<file path="config.mk">
export PLATFORM = sky130hd
export DESIGN_NAME = synth_freq_ctrl
export DESIGN_NICKNAME = d
export VERILOG_FILES = /design/src/core/freq_ctrl_pkg.sv /design/src/core/bit_rate_gen.sv /design/src/core/synth_freq_ctrl.sv
export SDC_FILE = /design/constraint.sdc
export NUM_CORES = 1
export LEC_CHECK = 0
export CAP_MARGIN = 10
export CORE_UTILIZATION = 26
export CTS_CLUSTER_SIZE = 12
export DETAILED_ROUTE_END_ITERATION = 6
export DONT_BUFFER_PORTS = 1
export GPL_TIMING_DRIVEN = 0
export HOLD_SLACK_MARGIN = 0.1
export PLACE_DENSITY_LB_ADDON = 0.05
export RECOVER_POWER = 100
export SYNTH_ARGS = -nofsm -noshare
export SYNTH_HDL_FRONTEND = slang
export SYNTH_HIERARCHICAL = 1
export SYNTH_SLANG_ARGS = --single-unit
export TNS_END_PERCENT = 5
</file>
<file path="constraint.sdc">
create_clock -name clk -period 6 [get_ports clk]
set_clock_uncertainty 0.15 [all_clocks]
set_input_delay 0 -clock clk [delete_from_list [all_inputs] [get_ports clk]]
set_output_delay 0 -clock clk [all_outputs]
set_load 0.01 [all_outputs]
</file>
<file path="src/core/freq_ctrl_pkg.sv">
// constants and register map of the synthesizer frequency control block
package freq_ctrl_pkg;
  // register addresses
  localparam logic [6:0] ADDR_LIMIT = 7'h2a;
  localparam logic [6:0] ADDR_CORR = 7'h2b;
  localparam logic [6:0] ADDR_RX_CTRL = 7'h08;
  localparam logic [6:0] ADDR_AFC_CTRL = 7'h1d;
  localparam logic [6:0] ADDR_AFC_GEAR = 7'h1e;
  localparam logic [6:0] ADDR_SCALE = 7'h70;
  localparam logic [6:0] ADDR_RATE_HI = 7'h6e;
  localparam logic [6:0] ADDR_RATE_LO = 7'h6f;
  localparam logic [6:0] ADDR_MOD2 = 7'h71;
  localparam logic [6:0] ADDR_DEV = 7'h72;
  localparam logic [6:0] ADDR_OFS_LO = 7'h73;
  localparam logic [6:0] ADDR_OFS_HI = 7'h74;
  localparam logic [6:0] ADDR_BAND = 7'h75;
  // reset values
  localparam logic [7:0] RST_RATE_HI = 8'h0a;
  localparam logic [7:0] RST_RATE_LO = 8'h3d;
  localparam logic [7:0] RST_MOD2 = 8'h00;
  localparam logic [7:0] RST_DEV = 8'h20;
  localparam logic [7:0] RST_ZERO = 8'h00;
  localparam logic [7:0] RST_BAND = 8'h35;
  localparam logic [7:0] RST_AFC_CTRL = 8'h41;
  localparam logic [7:0] RST_AFC_GEAR = 8'h00;
  localparam logic [7:0] RST_LIMIT = 8'h00;
  // field positions and widths
  localparam int MOD2_DEV_MSB = 2;
  localparam int BAND_HB = 5;
  localparam int RX_MPK = 4;
  localparam int AFC_EN = 6;
  localparam int SCALE_BIT = 5;
  localparam int OFS_HI_W = 2;
  // frequency steps, in millihertz
  localparam int DEV_STEP_MHZ = 625000;
  localparam int OFS_STEP_MHZ = 156250;
  // rate accumulator: 25 MHz clock, 1 MHz reference of the rate word
  localparam int CLK_HZ = 25000000;
  localparam int REF_HZ = 1000000;
  localparam int REF_DIV = CLK_HZ / REF_HZ;
  localparam int RATE_FRAC = 16;
  localparam int RATE_SCALE_SHIFT = 5;
  localparam int ACC_W = RATE_FRAC + RATE_SCALE_SHIFT;
  // afc cycle timing, in bit periods
  localparam logic [3:0] MEAS_BITS = 4'h2;
  localparam logic [2:0] SHWAIT_OFF = 3'h0;
endpackage

</file>
<file path="src/core/bit_rate_gen.sv">
// transmit bit clock generator from a 16-bit rate word
`timescale 1ns/10ps
module bit_rate_gen (
  // clock and reset
  input wire logic clk,
  input wire logic srst,
  // configuration
  input wire logic [15:0] rate_word,
  input wire logic scale,
  input wire logic run,
  // bit tick
  output logic bit_tick
);
  typedef struct packed {
    logic [4:0] pre;
    logic [freq_ctrl_pkg::ACC_W:0] acc;
    logic tick;
  } state_t;
  state_t st_reg, st_next;
  logic [freq_ctrl_pkg::ACC_W:0] sum;
  logic [freq_ctrl_pkg::ACC_W:0] top;
  always_comb begin
    st_next = st_reg;
    st_next.tick = 1'b0;
    top = scale ? (freq_ctrl_pkg::ACC_W + 1)'(1) << freq_ctrl_pkg::ACC_W
                : (freq_ctrl_pkg::ACC_W + 1)'(1) << freq_ctrl_pkg::RATE_FRAC;
    sum = st_reg.acc + {{(freq_ctrl_pkg::ACC_W - 15){1'b0}}, rate_word};
    if (!run) begin
      st_next.pre = '0;
      st_next.acc = '0;
    end else if (st_reg.pre == 5'(freq_ctrl_pkg::REF_DIV - 1)) begin
      // one 1 MHz reference step: add the word, wrap at 2^(16+5*scale)
      st_next.pre = '0;
      if (sum >= top) begin
        st_next.acc = sum - top;
        st_next.tick = 1'b1;
      end else begin
        st_next.acc = sum;
      end
    end else begin
      st_next.pre = st_reg.pre + 5'h01;
    end
  end
  always_ff @(posedge clk) begin
    if (srst) begin
      st_reg <= '0;
    end else begin
      st_reg <= st_next;
    end
  end
  assign bit_tick = st_reg.tick;
endmodule

</file>
<file path="src/core/synth_freq_ctrl.sv">
// deviation, offset, afc loop and tx bit rate control of the synthesizer
`timescale 1ns/10ps
module synth_freq_ctrl (
  // clock and reset
  input wire logic clk,
  input wire logic srst,
  // register port
  input wire logic reg_wr,
  input wire logic [6:0] reg_addr,
  input wire logic [7:0] reg_wdata,
  output logic [7:0] reg_rdata,
  // radio state
  input wire logic tx_mode,
  input wire logic rx_mode,
  input wire logic preamble_det,
  input wire logic packet_end,
  input wire logic rx_bit_tick,
  input wire logic signed [9:0] freq_error,
  // synthesizer controls
  output logic [8:0] deviation_code,
  output logic signed [9:0] offset_term,
  output logic high_band,
  output logic multi_packet,
  output logic tx_bit_tick
);
  typedef enum logic [2:0] {
    AFC_IDLE = 3'b001,
    AFC_MEAS = 3'b010,
    AFC_SETTLE = 3'b100
  } afc_state_t;

  typedef struct packed {
    logic [7:0] rate_hi;
    logic [7:0] rate_lo;
    logic [7:0] scale;
    logic [7:0] mod2;
    logic [7:0] dev;
    logic [7:0] ofs_lo;
    logic [1:0] ofs_hi;
    logic [7:0] band;
    logic [7:0] rx_ctrl;
    logic [7:0] afc_ctrl;
    logic [7:0] afc_gear;
    logic [7:0] limit;
    afc_state_t fsm;
    logic [3:0] bits;
    logic signed [13:0] err_acc;
    logic signed [9:0] corr;
    logic frozen;
    logic [7:0] rdata;
    logic [8:0] dev_out;
    logic signed [9:0] ofs_out;
    logic pre_s1;
    logic pre_s2;
    logic end_s1;
    logic end_s2;
    logic tick_s1;
    logic tick_s2;
    logic tick_d;
  } state_t;

  state_t st_reg, st_next;

  // halve the error gear times, arithmetic shift keeps the sign
  function automatic logic signed [9:0] gear_scale(input logic signed [9:0] e,
                                                   input logic [2:0] g);
    gear_scale = e >>> g;
  endfunction

  // clamp a signed correction to plus or minus the unsigned limit
  function automatic logic signed [9:0] clamp(input logic signed [10:0] v,
                                              input logic [7:0] lim);
    logic signed [10:0] l;
    l = $signed({3'b000, lim});
    if (v > l) begin
      clamp = 10'(l);
    end else if (v < -l) begin
      clamp = 10'(-l);
    end else begin
      clamp = 10'(v);
    end
  endfunction

  function automatic logic is_addr(input logic [6:0] a, input logic [6:0] b);
    is_addr = (a == b);
  endfunction

  logic afc_on;
  logic [2:0] shwait;
  logic [2:0] gear;
  logic [3:0] settle_bits;
  logic bit_edge;
  logic signed [9:0] manual_ofs;
  logic tick_int;

  always_comb begin
    st_next = st_reg;
    afc_on = st_reg.afc_ctrl[freq_ctrl_pkg::AFC_EN];
    shwait = st_reg.afc_ctrl[2:0];
    gear = st_reg.afc_gear[5:3];
    // two measure bits, then 2*shwait settling bits: the default 001 gives two, a four-bit cycle
    settle_bits = {shwait, 1'b0};
    bit_edge = st_reg.tick_s2 & ~st_reg.tick_d;
    manual_ofs = $signed({st_reg.ofs_hi, st_reg.ofs_lo});

    // pin synchronisers
    st_next.pre_s1 = preamble_det;
    st_next.pre_s2 = st_reg.pre_s1;
    st_next.end_s1 = packet_end;
    st_next.end_s2 = st_reg.end_s1;
    st_next.tick_s1 = rx_bit_tick;
    st_next.tick_s2 = st_reg.tick_s1;
    st_next.tick_d = st_reg.tick_s2;

    // register writes
    if (reg_wr) begin
      if (is_addr(reg_addr, freq_ctrl_pkg::ADDR_RATE_HI)) st_next.rate_hi = reg_wdata;
      if (is_addr(reg_addr, freq_ctrl_pkg::ADDR_RATE_LO)) st_next.rate_lo = reg_wdata;
      if (is_addr(reg_addr, freq_ctrl_pkg::ADDR_SCALE)) st_next.scale = reg_wdata;
      if (is_addr(reg_addr, freq_ctrl_pkg::ADDR_MOD2)) st_next.mod2 = reg_wdata;
      if (is_addr(reg_addr, freq_ctrl_pkg::ADDR_DEV)) st_next.dev = reg_wdata;
      if (is_addr(reg_addr, freq_ctrl_pkg::ADDR_OFS_LO)) st_next.ofs_lo = reg_wdata;
      if (is_addr(reg_addr, freq_ctrl_pkg::ADDR_OFS_HI)) begin
        st_next.ofs_hi = reg_wdata[freq_ctrl_pkg::OFS_HI_W - 1:0];
      end
      if (is_addr(reg_addr, freq_ctrl_pkg::ADDR_BAND)) st_next.band = reg_wdata;
      if (is_addr(reg_addr, freq_ctrl_pkg::ADDR_RX_CTRL)) st_next.rx_ctrl = reg_wdata;
      if (is_addr(reg_addr, freq_ctrl_pkg::ADDR_AFC_CTRL)) st_next.afc_ctrl = reg_wdata;
      if (is_addr(reg_addr, freq_ctrl_pkg::ADDR_AFC_GEAR)) st_next.afc_gear = reg_wdata;
      if (is_addr(reg_addr, freq_ctrl_pkg::ADDR_LIMIT)) st_next.limit = reg_wdata;
    end

    // register reads, registered one cycle later
    case (reg_addr)
      freq_ctrl_pkg::ADDR_RATE_HI: st_next.rdata = st_reg.rate_hi;
      freq_ctrl_pkg::ADDR_RATE_LO: st_next.rdata = st_reg.rate_lo;
      freq_ctrl_pkg::ADDR_SCALE: st_next.rdata = st_reg.scale;
      freq_ctrl_pkg::ADDR_MOD2: st_next.rdata = st_reg.mod2;
      freq_ctrl_pkg::ADDR_DEV: st_next.rdata = st_reg.dev;
      freq_ctrl_pkg::ADDR_OFS_LO: st_next.rdata = st_reg.ofs_lo;
      freq_ctrl_pkg::ADDR_OFS_HI: st_next.rdata = {6'h00, st_reg.ofs_hi};
      freq_ctrl_pkg::ADDR_BAND: st_next.rdata = st_reg.band;
      freq_ctrl_pkg::ADDR_RX_CTRL: st_next.rdata = st_reg.rx_ctrl;
      freq_ctrl_pkg::ADDR_AFC_CTRL: st_next.rdata = st_reg.afc_ctrl;
      freq_ctrl_pkg::ADDR_AFC_GEAR: st_next.rdata = st_reg.afc_gear;
      freq_ctrl_pkg::ADDR_LIMIT: st_next.rdata = st_reg.limit;
      freq_ctrl_pkg::ADDR_CORR: st_next.rdata = st_reg.corr[7:0];
      default: st_next.rdata = 8'h00;
    endcase

    // afc loop
    if (!rx_mode || !afc_on) begin
      st_next.fsm = AFC_IDLE;
      st_next.bits = '0;
      st_next.err_acc = '0;
      st_next.frozen = 1'b0;
      if (!afc_on) st_next.corr = '0;
    end else if (st_reg.end_s2 && st_reg.rx_ctrl[freq_ctrl_pkg::RX_MPK]) begin
      // packet done: clear and reacquire
      st_next.corr = '0;
      st_next.frozen = 1'b0;
      st_next.fsm = AFC_IDLE;
      st_next.bits = '0;
      st_next.err_acc = '0;
    end else if (st_reg.pre_s2 || st_reg.frozen) begin
      st_next.frozen = 1'b1;
      st_next.fsm = AFC_IDLE;
    end else begin
      case (st_reg.fsm)
        AFC_IDLE: begin
          if (shwait != freq_ctrl_pkg::SHWAIT_OFF) begin
            st_next.fsm = AFC_MEAS;
            st_next.bits = '0;
            st_next.err_acc = '0;
          end
        end
        AFC_MEAS: begin
          if (bit_edge) begin
            st_next.err_acc = st_reg.err_acc + 14'(freq_error);
            st_next.bits = st_reg.bits + 4'h1;
            if (st_reg.bits + 4'h1 == freq_ctrl_pkg::MEAS_BITS) begin
              // two-bit average applied with gear and limiter
              st_next.corr = clamp(11'(st_reg.corr) + 11'(gear_scale(
                10'((st_reg.err_acc + 14'(freq_error)) >>> 1), gear)),
                st_reg.limit);
              st_next.bits = '0;
              st_next.fsm = AFC_SETTLE;
            end
          end
        end
        AFC_SETTLE: begin
          if (bit_edge) st_next.bits = st_reg.bits + 4'h1;
          if (st_reg.bits >= settle_bits) begin
            st_next.fsm = AFC_IDLE;
            st_next.bits = '0;
          end
        end
        default: st_next.fsm = AFC_IDLE;
      endcase
    end

    // outputs; deviation uses the 625 Hz step in either band
    st_next.dev_out = {st_reg.mod2[freq_ctrl_pkg::MOD2_DEV_MSB], st_reg.dev};
    if (rx_mode && !tx_mode && afc_on) begin
      st_next.ofs_out = (shwait == freq_ctrl_pkg::SHWAIT_OFF) ? 10'sh000
                                                               : st_reg.corr;
    end else begin
      st_next.ofs_out = manual_ofs;
    end
  end

  always_ff @(posedge clk) begin
    if (srst) begin
      st_reg <= '0;
      st_reg.rate_hi <= freq_ctrl_pkg::RST_RATE_HI;
      st_reg.rate_lo <= freq_ctrl_pkg::RST_RATE_LO;
      st_reg.scale <= freq_ctrl_pkg::RST_ZERO;
      st_reg.mod2 <= freq_ctrl_pkg::RST_MOD2;
      st_reg.dev <= freq_ctrl_pkg::RST_DEV;
      st_reg.band <= freq_ctrl_pkg::RST_BAND;
      st_reg.afc_ctrl <= freq_ctrl_pkg::RST_AFC_CTRL;
      st_reg.afc_gear <= freq_ctrl_pkg::RST_AFC_GEAR;
      st_reg.limit <= freq_ctrl_pkg::RST_LIMIT;
      st_reg.fsm <= AFC_IDLE;
      st_reg.dev_out <= {1'b0, freq_ctrl_pkg::RST_DEV};
    end else begin
      st_reg <= st_next;
    end
  end

  // rate generator runs only in transmit
  bit_rate_gen u_rate (
    .clk(clk),
    .srst(srst),
    .rate_word({st_reg.rate_hi, st_reg.rate_lo}),
    .scale(st_reg.scale[freq_ctrl_pkg::SCALE_BIT]),
    .run(tx_mode),
    .bit_tick(tick_int)
  );

  assign tx_bit_tick = tick_int;
  assign reg_rdata = st_reg.rdata;
  assign deviation_code = st_reg.dev_out;
  assign offset_term = st_reg.ofs_out;
  assign high_band = st_reg.band[freq_ctrl_pkg::BAND_HB];
  assign multi_packet = st_reg.rx_ctrl[freq_ctrl_pkg::RX_MPK];
endmodule

</file>
==> flow_metrics.env, run 1 <==
export IMPL_async_flop_share_pct=0
export IMPL_dr_pass1_iters=6
export IMPL_grt_pass1_vias=9639
export IMPL_cts_buffer_depth=2
export IMPL_critPathTopFamily="compound AO/OA/AOI/OAI gates"
export IMPL_antenna_found_initial=0
export IMPL_gr_total_overflow=0
export IMPL_crit_arrival_ns=6.03
export IMPL_max_vdd_ir_drop_mv=0.1406
export IMPL_dp_cells=1829
export IMPL_fp_row_count=74
export IMPL_min_path_type="primary input to register"
export IMPL_syn_inst=1296
export IMPL_syn2layout_area_growth_pct=17.98
export IMPL_drt_wirelength_per_cell_um=21.63
export IMPL_drive_gt1_share_pct=10.49
export IMPL_wl_met2_um=17140
export IMPL_cp_num_buf_inv=2
export IMPL_drt_antenna_violating_nets=0
export IMPL_timing_max_cap_violations=0
export IMPL_clk_latency_ns=0.45
export IMPL_avgSynthCellArea_um2=8.332
export IMPL_clk_root_buffer_cell="clkbuf_16"
export IMPL_yosysWarnings=6
export IMPL_dp_hpwl_um=30480
export IMPL_slew_viol_final=0
export IMPL_synth_ff_type="dfxtp_1"
export IMPL_cts_sinks=181
export IMPL_drc=0
export IMPL_final_cell_mix="dfxtp_1, nand2_1, a21oi_1"
export IMPL_seq_area_um2=3626
export IMPL_leakage_nw=4.431
export IMPL_io_pins=63
export IMPL_diodes=0
export IMPL_grt_max_degree=17
export IMPL_nets=1480
export IMPL_grt_setup_unrepaired="true"
export IMPL_via_per_inst=5.144
export IMPL_slew_headroom_pct=17.22
export IMPL_multi_input_area_um2=6745
export IMPL_max_stage_delay_ns=0.54
export IMPL_track_usage_pct=19.95
export IMPL_cp_end_kind="register"
export IMPL_hold_violations=0
export IMPL_fp_dieH_um=205.8
export IMPL_max_freq_ghz=0.1701
export IMPL_synth_edff_count=0
export IMPL_synth_area_um2=10800
export IMPL_met1_length_um=22290
export IMPL_status="completed"
export IMPL_dieArea_um2=42350
export IMPL_setup_viol_count_final=0
export IMPL_r2r_setup_slack_ns=0.12
export IMPL_ys_seq_area_share_pct=33.56
export IMPL_cp_slowest_cell="mux4_2"
export IMPL_finalWirelength_um=41620
export IMPL_crit_path_start_kind="register"
export IMPL_numCtsBuffers=17
export IMPL_clkTransAtPathRegs_ns=0.07
export IMPL_numPortBuffers=0
export IMPL_crit_type="register to register"
export IMPL_top_layer="met4"
export IMPL_ys_types=92
export IMPL_worst_pin_slew_ns=1.231
export IMPL_timing_final_crit_share_pct=97.96
export IMPL_p_per_area_nw_per_um2=200.7
export IMPL_n_fill_cell=4457
export IMPL_htreeDepth=4
export IMPL_instances_no_fill=1924
export IMPL_period_needed_ns=5.878
export IMPL_vias=9897
export IMPL_synth_seq_cells=181
export IMPL_place_worst_setup_slack_ns=-0.9051
export IMPL_critPathRequiredTime_ns=6.15
export IMPL_final_common_cell="dfxtp_1"
export IMPL_initial_utilization_pct=26.38
export IMPL_largest_reg_flops=94
export IMPL_core_area_um2=40920
export IMPL_setup_slack_ns=0.1222
export IMPL_crit_fanout=6
export IMPL_wl_met3_um=1768
export IMPL_die_w_um=205.8
export IMPL_drt_initial_drc_count=795
export IMPL_grt_first_pass_wirelength_um=62470
export IMPL_gp_congestion=0.8071
export IMPL_synth_nets=1396
export IMPL_cts_tree="done"
==> layout make-up <==
class	count	area share, %
Multi-Input combinational cell	982	52.95
Sequential cell	181	28.46
Tap cell	532	5.225
Timing Repair Buffer	66	4.822
Clock buffer	20	3.663
Buffer	95	3.192
Inverter	37	1.090
Clock inverter	11	0.5991
==> worst paths after layout <==
path | startpoint | endpoint | cells after the start
max | st_reg[45] | st_reg[37] | 26
min reg2reg | st_next[5] | st_reg[5] | 1
max reg2reg | st_reg[45] | st_reg[37] | 26
min | reg_wdata[7] | st_reg[73] | 3
==> cell usage after synthesis (18+ instances only) <==
master    count  share of area (%)
buf_4        28                1.9
nand3_1      60                2.8
dfxtp_1     181                 34
a22o_1       28                2.3
nand2_1     182                6.3
clkbuf_1     58                2.0
o21ai_0      24                1.1
inv_1        37                1.3
nor2_1       83                2.9
ha_1         64                7.4
a221oi_1     19                1.5
nor2b_1      33                1.9
xnor2_1      28                2.3
a22oi_1      22                1.5
nor3_1       24                1.1
a21oi_1     115                5.3
nand2b_1     18                1.0
==> kinds of logic after synthesis <==
logic type / Yosys count / share of synthesized area (%)
compound gates: 342 / 22.60
xor+xnor: 43 / 3.488
simple gates: 494 / 22.31
mux: 35 / 3.905
fa+ha+maj: 68 / 8.077
flops: 181 / 33.56
buf+inv: 133 / 6.072
==> repair_timing <==
item / 4_1_cts / 5_1_grt
gates resized for setup: 24 / 35
setup buffers: 11 / 4
endpoints found under the setup margin: 10 / 10
hold buffers: 49 / 0
endpoints found under the hold margin: 142 / 0
pin swaps: 18 / 29
==> stage by stage <==
step	total power, W	TNS [ns]	cell area (um2)	util, %	hold slack, ns
6_report	0.002556	0	12740	31.13	0.1381
3_5_place_dp	0.001446	-8.107	11480	28.05	-0.01599
5_1_grt	0.002653	-1.115	12740	31.13	0.1529
4_1_cts	0.002580	-0.02359	12720	31.08	0.1209
3_3_place_gp	0.001446	-7.979	11460	28.01	-0.008328
2_1_floorplan	0.001375	0	10800	-	-0.02182
==> where the power goes <==
| part | switching [W] | total [W] | leakage, nW | internal, W |
|---|---|---|---|---|
| sequential | 0.00000373 | 0.00121 | 1.46 | 0.00121 |
| clock | 0.000526 | 0.00109 | 0.261 | 0.000562 |
| combinational | 0.000159 | 0.000258 | 2.71 | 0.0000986 |
| total | 0.000690 | 0.00256 | 4.43 | 0.00187 |
==> layer usage <==
| layer | track usage, % | up-vias |
|---|---|---|
| met4 | 4.569 | 0 |
| met5 | 0 | - |
| li1 | - | 4859 |
| met1 | 30.80 | 4783 |
| met3 | 2.550 | 27 |
| met2 | 28.76 | 228 |
==> worst reg2reg max path, stage by stage (launching register included) <==
cell and delay [ns]:
dfxtp_2 0.35, ha_4 0.12, inv_1 0.05, fa_2 0.37, nor2b_2 0.13, o21ai_2 0.08, a21boi_2 0.19, o21ai_2 0.11
a21o_1 0.22, xnor2_2 0.19, mux4_2 0.54, mux2_4 0.30, ha_4 0.22, a211oi_2 0.24, o21bai_1 0.11, a21oi_2 0.18
o21bai_1 0.11, a21oi_2 0.19, xnor2_2 0.19, ha_1 0.32, a21oi_1 0.26, a21oi_1 0.14, a211o_1 0.34, buf_6 0.16
a32o_1 0.23, a31oi_1 0.18, a31oi_1 0.10
Note: power is estimated with default switching activity, not from simulation.
==> inputs of run 2 (changes only) <==
- CORE_ASPECT_RATIO: unset -> 1.4
- GPL_ROUTABILITY_DRIVEN: unset -> 0
==> run 2 against run 1 <==
Compared with the run above:
- clock-buffer cell count fell by 1
- flip-flop and latch count did not move
- global-route usage fell by 0.41 points
- via count fell by 0.63%
- largest power group unchanged
- combinational power barely moved
- core utilization rose by 0.18 points
- highest routed layer unchanged
- critical path type unchanged
- cell area rose by 0.93%
- sequential share of layout area fell by 0.26 points
- total power rose by 0.74%
- first-iteration DRC count fell by 29%
- non-clock buffer count fell by 6
- clock power barely moved
==> flow_metrics.env, run 2 (synthesis gave the netlist of run 1 again) <==
export IMPL_setup_slack_ns=0.2315
export IMPL_r2r_setup_slack_ns=0.23
export IMPL_clk_latency_ns=0.46
export IMPL_vias=9835
export IMPL_critPathTopFamily="compound AO/OA/AOI/OAI gates"
export IMPL_dieArea_um2=42360
export IMPL_drt_wirelength_per_cell_um=21.53
export IMPL_grt_first_pass_wirelength_um=61670
export IMPL_largest_reg_flops=94
export IMPL_dp_cells=1838
export IMPL_cts_buffer_depth=2
export IMPL_instances_no_fill=1926
export IMPL_max_vdd_ir_drop_mv=0.1956
export IMPL_cp_end_kind="register"
export IMPL_fp_dieH_um=243.1
export IMPL_leakage_nw=4.484
export IMPL_cts_tree="done"
export IMPL_worst_pin_slew_ns=1.046
export IMPL_grt_max_degree=17
export IMPL_min_path_type="primary input to register"
export IMPL_syn2layout_area_growth_pct=19.08
export IMPL_fp_row_count=88
export IMPL_crit_arrival_ns=5.95
export IMPL_drive_gt1_share_pct=12.19
export IMPL_nets=1474
export IMPL_hold_violations=0
export IMPL_holdPathStages=5
export IMPL_hold_end="reg_rdata[2]"
export IMPL_critPathRequiredTime_ns=6.18
export IMPL_grt_setup_unrepaired="true"
export IMPL_internal_power_w=0.001898
export IMPL_timing_final_crit_share_pct=96.14
export IMPL_io_pins=63
export IMPL_holdCritStartpoint="reg_addr[5]"
export IMPL_drt_initial_drc_count=568
export IMPL_cp_num_buf_inv=4
export IMPL_gr_total_overflow=0
export IMPL_htreeDepth=4
export IMPL_crit_fanout=6
export IMPL_p_total_w=0.002575
export IMPL_placed_area_um2=11490
export IMPL_dr_pass1_iters=7
export IMPL_stdcell_area_um2=12860
export IMPL_p_per_area_nw_per_um2=200.3
export IMPL_numPortBuffers=0
export IMPL_crit_type="register to register"
export IMPL_final_cell_mix="nand2_1, dfxtp_1, a21oi_1"
export IMPL_grt_pass1_vias=9702
export IMPL_drt_antenna_violating_nets=0
export IMPL_cp_slowest_cell="mux4_2"
export IMPL_r2r_end="st_reg[36]"
export IMPL_drc=0
export IMPL_clkTransAtPathRegs_ns=0.08
export IMPL_cts_sinks=181
export IMPL_reg2regPathDepth=27
export IMPL_slew_headroom_pct=29.73
export IMPL_finalWirelength_um=41460
export IMPL_max_stage_delay_ns=0.52
export IMPL_antenna_found_initial=0
export IMPL_place_worst_setup_slack_ns=-1.128
export IMPL_initial_utilization_pct=26.29
export IMPL_diodes=0
export IMPL_power_frac_seq_pct=47.0
export IMPL_core_area_um2=41070
export IMPL_timing_max_cap_violations=0
export IMPL_setup_viol_count_final=0
export IMPL_clk_root_buffer_cell="clkbuf_16"
export IMPL_final_common_cell="nand2_1"
export IMPL_pwr_share_clk_pct=42.9
export IMPL_dp_hpwl_um=31870
export IMPL_crit_top_cell="ha_4"
export IMPL_numCtsBuffers=17
export IMPL_power_switching_w=0.0006775
export IMPL_n_fill_cell=4472
export IMPL_crit_path_start_kind="register"
export IMPL_via_per_inst=5.106
export IMPL_period_needed_ns=5.768
export IMPL_max_freq_ghz=0.1734
export IMPL_regToRegStartpoint="st_reg[45]"
export IMPL_slew_viol_final=0
export IMPL_die_w_um=174.2
export IMPL_track_usage_pct=19.54
export IMPL_switching_share_pct=26.31
export IMPL_combPwrFrac_pct=10.1
export IMPL_status="completed"
-- run 2: cell count changes in the layout (fill, tap and decap cells not counted), sizes merged --
cell,before,now
clkinvlp,4,2
buf,21,35
bufinv,0,1
dlygate4sd3,49,31
clkinv,4,8
clkbuf,111,108
inv,40,38
-- run 2: worst max path at each step --
stage	from	to	slack (ns)	cells past startpoint
after floorplan	st_reg[46]	st_reg[37]	0.18	24
after global placement	st_reg[45]	st_reg[37]	-1.09	25
after detailed placement	st_reg[45]	st_reg[37]	-1.13	25
after CTS	st_reg[45]	st_reg[38]	0.02	28
after global routing	st_reg[46]	st_reg[40]	-0.02	26
final	st_reg[45]	st_reg[36]	0.23	27
-- run 2: power groups by stage --
stage / Sequential [W] / Combinational, W / Clock [W]
final: 0.00121 / 0.000260 / 0.00111
after global routing: 0.00121 / 0.000281 / 0.00119
after CTS: 0.00121 / 0.000240 / 0.00114
after detailed placement: 0.00124 / 0.000208 / 0
after global placement: 0.00124 / 0.000208 / 0
after floorplan: 0.00124 / 0.000140 / 0
-- run 2: cell type report --
| type | instances | area [um2] | share of cell area, % |
|---|---|---|---|
| plain buffers | 96 | 421.7 | 3.279 |
| clock buffers | 19 | 452.9 | 3.522 |
| clock inverters | 12 | 105.1 | 0.8174 |
| inverters | 37 | 138.9 | 1.080 |
| multi-input cells | 982 | 6899 | 53.65 |
| flip-flops and latches | 181 | 3626 | 28.20 |
| well taps | 540 | 675.6 | 5.254 |
| repair buffers | 59 | 539.3 | 4.194 |
-- run 2: metal layers --
metal | vias up | GRT usage [%] | part of all wire [%]
met5 | - | 0 | 0
met4 | 0 | 6.682 | 2.4
met3 | 36 | 2.428 | 2.4
met2 | 148 | 38.50 | 56
met1 | 4817 | 20.90 | 40
li1 | 4834 | - | -
-- run 2: worst register-to-register path: cells and delay by family, from the launching register on --
kind	cells	cell delay (ns)
AO/OA/AOI/OAI	11	1.82
multiplexers	3	1.04
AND/OR/NAND/NOR	4	0.59
flip-flops	1	0.35
XOR/XNOR	1	0.17
buffers and inverters	4	0.40
adder cells (fa/ha/maj)	4	1.10
-- run 2: what timing repair did --
item	CTS	global route
endpoints found under the hold margin	149	0
cloned	0	1
pin swaps	16	32
resized for setup	32	46
setup endpoints to repair	10	10
setup buffers	11	14
hold buffers	31	0
-- run 2: metrics by stage --
step	utilization, %	hold slack [ns]	setup TNS (ns)
after floorplan	-	-0.02182	0
after global placement	27.94	-0.005483	-9.846
after detailed placement	27.98	-0.01168	-10.26
after CTS	30.65	0.1216	0
after global routing	31.31	0.1522	-0.03244
final	31.31	0.1234	0
==> inputs of run 3 (changes only) <==
- PLACE_DENSITY: unset -> 0.52
- PLACE_DENSITY_LB_ADDON: 0.05 -> unset
==> run 3 against run 2 <==
Compared with the run above:
- the run now ends with DRC, capacitance limit, slew limit left
- clock power up 6%
- cell area up 0.37%
- combinational power decreased by 2%
- worst hold slack gained 0.021 ns
- critical path depth decreased by 2
- largest cell class unchanged
- largest power group unchanged
==> flow_metrics.env, run 3 (synthesis gave the netlist of run 1 again) <==
export IMPL_dieArea_um2=42360
export IMPL_drt_wirelength_per_cell_um=19.63
export IMPL_cp_slowest_cell="mux4_2"
export IMPL_gr_total_overflow=0
export IMPL_timing_max_cap_violations=1
export IMPL_drt_antenna_violating_nets=0
export IMPL_htreeDepth=4
export IMPL_p_total_w=0.002647
export IMPL_cp_num_buf_inv=3
export IMPL_final_cell_mix="nand2_1, dfxtp_1, a21oi_1"
export IMPL_setup_viol_count_final=0
export IMPL_grt_first_pass_wirelength_um=56740
export IMPL_status="finished with violations"
export IMPL_tns_ns=0
export IMPL_numPortBuffers=0
export IMPL_dp_hpwl_um=28180
export IMPL_timing_final_crit_share_pct=98.83
export IMPL_max_stage_delay_ns=0.57
export IMPL_grt_pass1_vias=9696
export IMPL_max_freq_ghz=0.1686
export IMPL_final_util_pct=31.43
export IMPL_vias=10126
export IMPL_nets=1476
export IMPL_fp_dieH_um=243.1
export IMPL_critPathRequiredTime_ns=6.23
export IMPL_track_usage_pct=17.62
export IMPL_crit_path_start_kind="register"
export IMPL_crit_type="register to register"
export IMPL_io_pins=63
export IMPL_cts_buffer_depth=2
export IMPL_min_path_type="primary input to register"
export IMPL_n_fill_cell=4352
export IMPL_fp_row_count=88
export IMPL_syn2layout_area_growth_pct=19.52
export IMPL_cts_tree="done"
export IMPL_critPathTopFamily="compound AO/OA/AOI/OAI gates"
export IMPL_core_area_um2=41070
export IMPL_grt_setup_unrepaired="true"
export IMPL_antenna_found_initial=3
export IMPL_grt_max_degree=17
export IMPL_cp_end_kind="register"
export IMPL_slew_headroom_pct=-14.48
export IMPL_largest_reg_flops=94
export IMPL_crit_arrival_ns=6.16
export IMPL_worstSetupPathDepth=25
export IMPL_worst_pin_slew_ns=1.693
export IMPL_reg2regPathDepth=25
export IMPL_hold_violations=0
export IMPL_slew_viol_final=10
export IMPL_clkTransAtPathRegs_ns=0.07
export IMPL_drt_initial_drc_count=869
export IMPL_p_per_area_nw_per_um2=205.1
export IMPL_drive_gt1_share_pct=11.95
export IMPL_die_w_um=174.2
export IMPL_violations="DRC, capacitance limit, slew limit"
export IMPL_via_per_inst=5.244
export IMPL_numCtsBuffers=17
export IMPL_holdPathStages=3
export IMPL_finalWirelength_um=37900
export IMPL_crit_fanout=8
export IMPL_leakage_nw=4.517
export IMPL_clk_latency_ns=0.46
export IMPL_period_needed_ns=5.930
export IMPL_initial_utilization_pct=26.29
export IMPL_cts_sinks=181
export IMPL_max_vdd_ir_drop_mv=0.2195
export IMPL_clk_root_buffer_cell="clkbuf_16"
export IMPL_dr_pass1_iters=7
export IMPL_drc=3
run 3: cell types whose count changed in the layout (fill, tap and decap cells not counted), sizes merged:
cell and change:
dlygate4sd3 +7, buf -5, clkinv -3, bufinv +2, diode +2, clkbuf +1, clkinvlp +1
run 3: metrics by stage:
step	setup slack, ns	hold slack, ns	area [um2]	std cells
2_1_floorplan	0.1783	-0.02182	10800	1296
3_3_place_gp	-0.8162	-0.01616	11470	1836
3_5_place_dp	-0.8697	-0.004343	11480	1836
4_1_cts	0.005115	0.1063	12650	1913
5_1_grt	-0.07374	0.1640	12910	1931
6_report	0.07032	0.1441	12910	1931
run 3: worst reg2reg max path: stages (launching register included):
cell,delay [ns]
dfxtp_2,0.34
ha_1,0.26
a21o_1,0.17
a21oi_2,0.18
o21ai_2,0.11
a2111oi_4,0.41
or3_1,0.16
o211ai_1,0.21
mux4_2,0.58
mux2_2,0.28
ha_1,0.27
buf_2,0.19
o21ai_1,0.09
a21o_2,0.21
a211o_1,0.30
nand2b_4,0.17
a21oi_4,0.18
inv_2,0.08
ha_4,0.22
and2b_2,0.22
nand2b_4,0.09
o21ai_2,0.07
a211o_4,0.36
buf_8,0.16
mux2i_1,0.13
o31ai_2,0.26
run 3: cell type report:
type,instances,area (um2),share of cell area [%]
Clock buffer,20,446.7,3.461
Timing Repair Buffer,62,581.8,4.508
Buffer,95,404.1,3.131
Antenna cell,2,5.005,0.03878
Sequential cell,181,3626,28.10
Multi-Input combinational cell,982,6874,53.26
Clock inverter,12,153.9,1.192
Inverter,37,138.9,1.076
Tap cell,540,675.6,5.235
run 3: worst paths after layout:
path	start	endpoint	slack, ns
worst max-delay path	st_reg[46]	st_reg[38]	0.07
worst min-delay path	reg_wdata[3]	st_reg[69]	0.14
worst max register to register	st_reg[46]	st_reg[38]	0.07
worst min register to register	st_next[5]	st_reg[5]	0.31
run 3: layer usage:
metal / global-route usage [%] / vias up / wire (um)
met3: 2.867 / 118 / 1959
met5: 0 / - / 15
met4: 12.10 / 2 / 2664
li1: - / 4838 / -
met2: 31.33 / 343 / 18990
met1: 18.95 / 4825 / 14270
run 3: power by group:
part,switching (W),internal [W]
registers,0.00000349,0.00121
logic,0.000155,0.000101
clock network,0.000515,0.000666
total,0.000674,0.00197
run 3: timing repair:
item	CTS	global route
cloned	0	1
gates resized for setup	28	46
pin swaps	13	42
hold buffers	38	0
hold endpoints to repair	164	0
setup endpoints to repair	10	10
buffers inserted	7	16
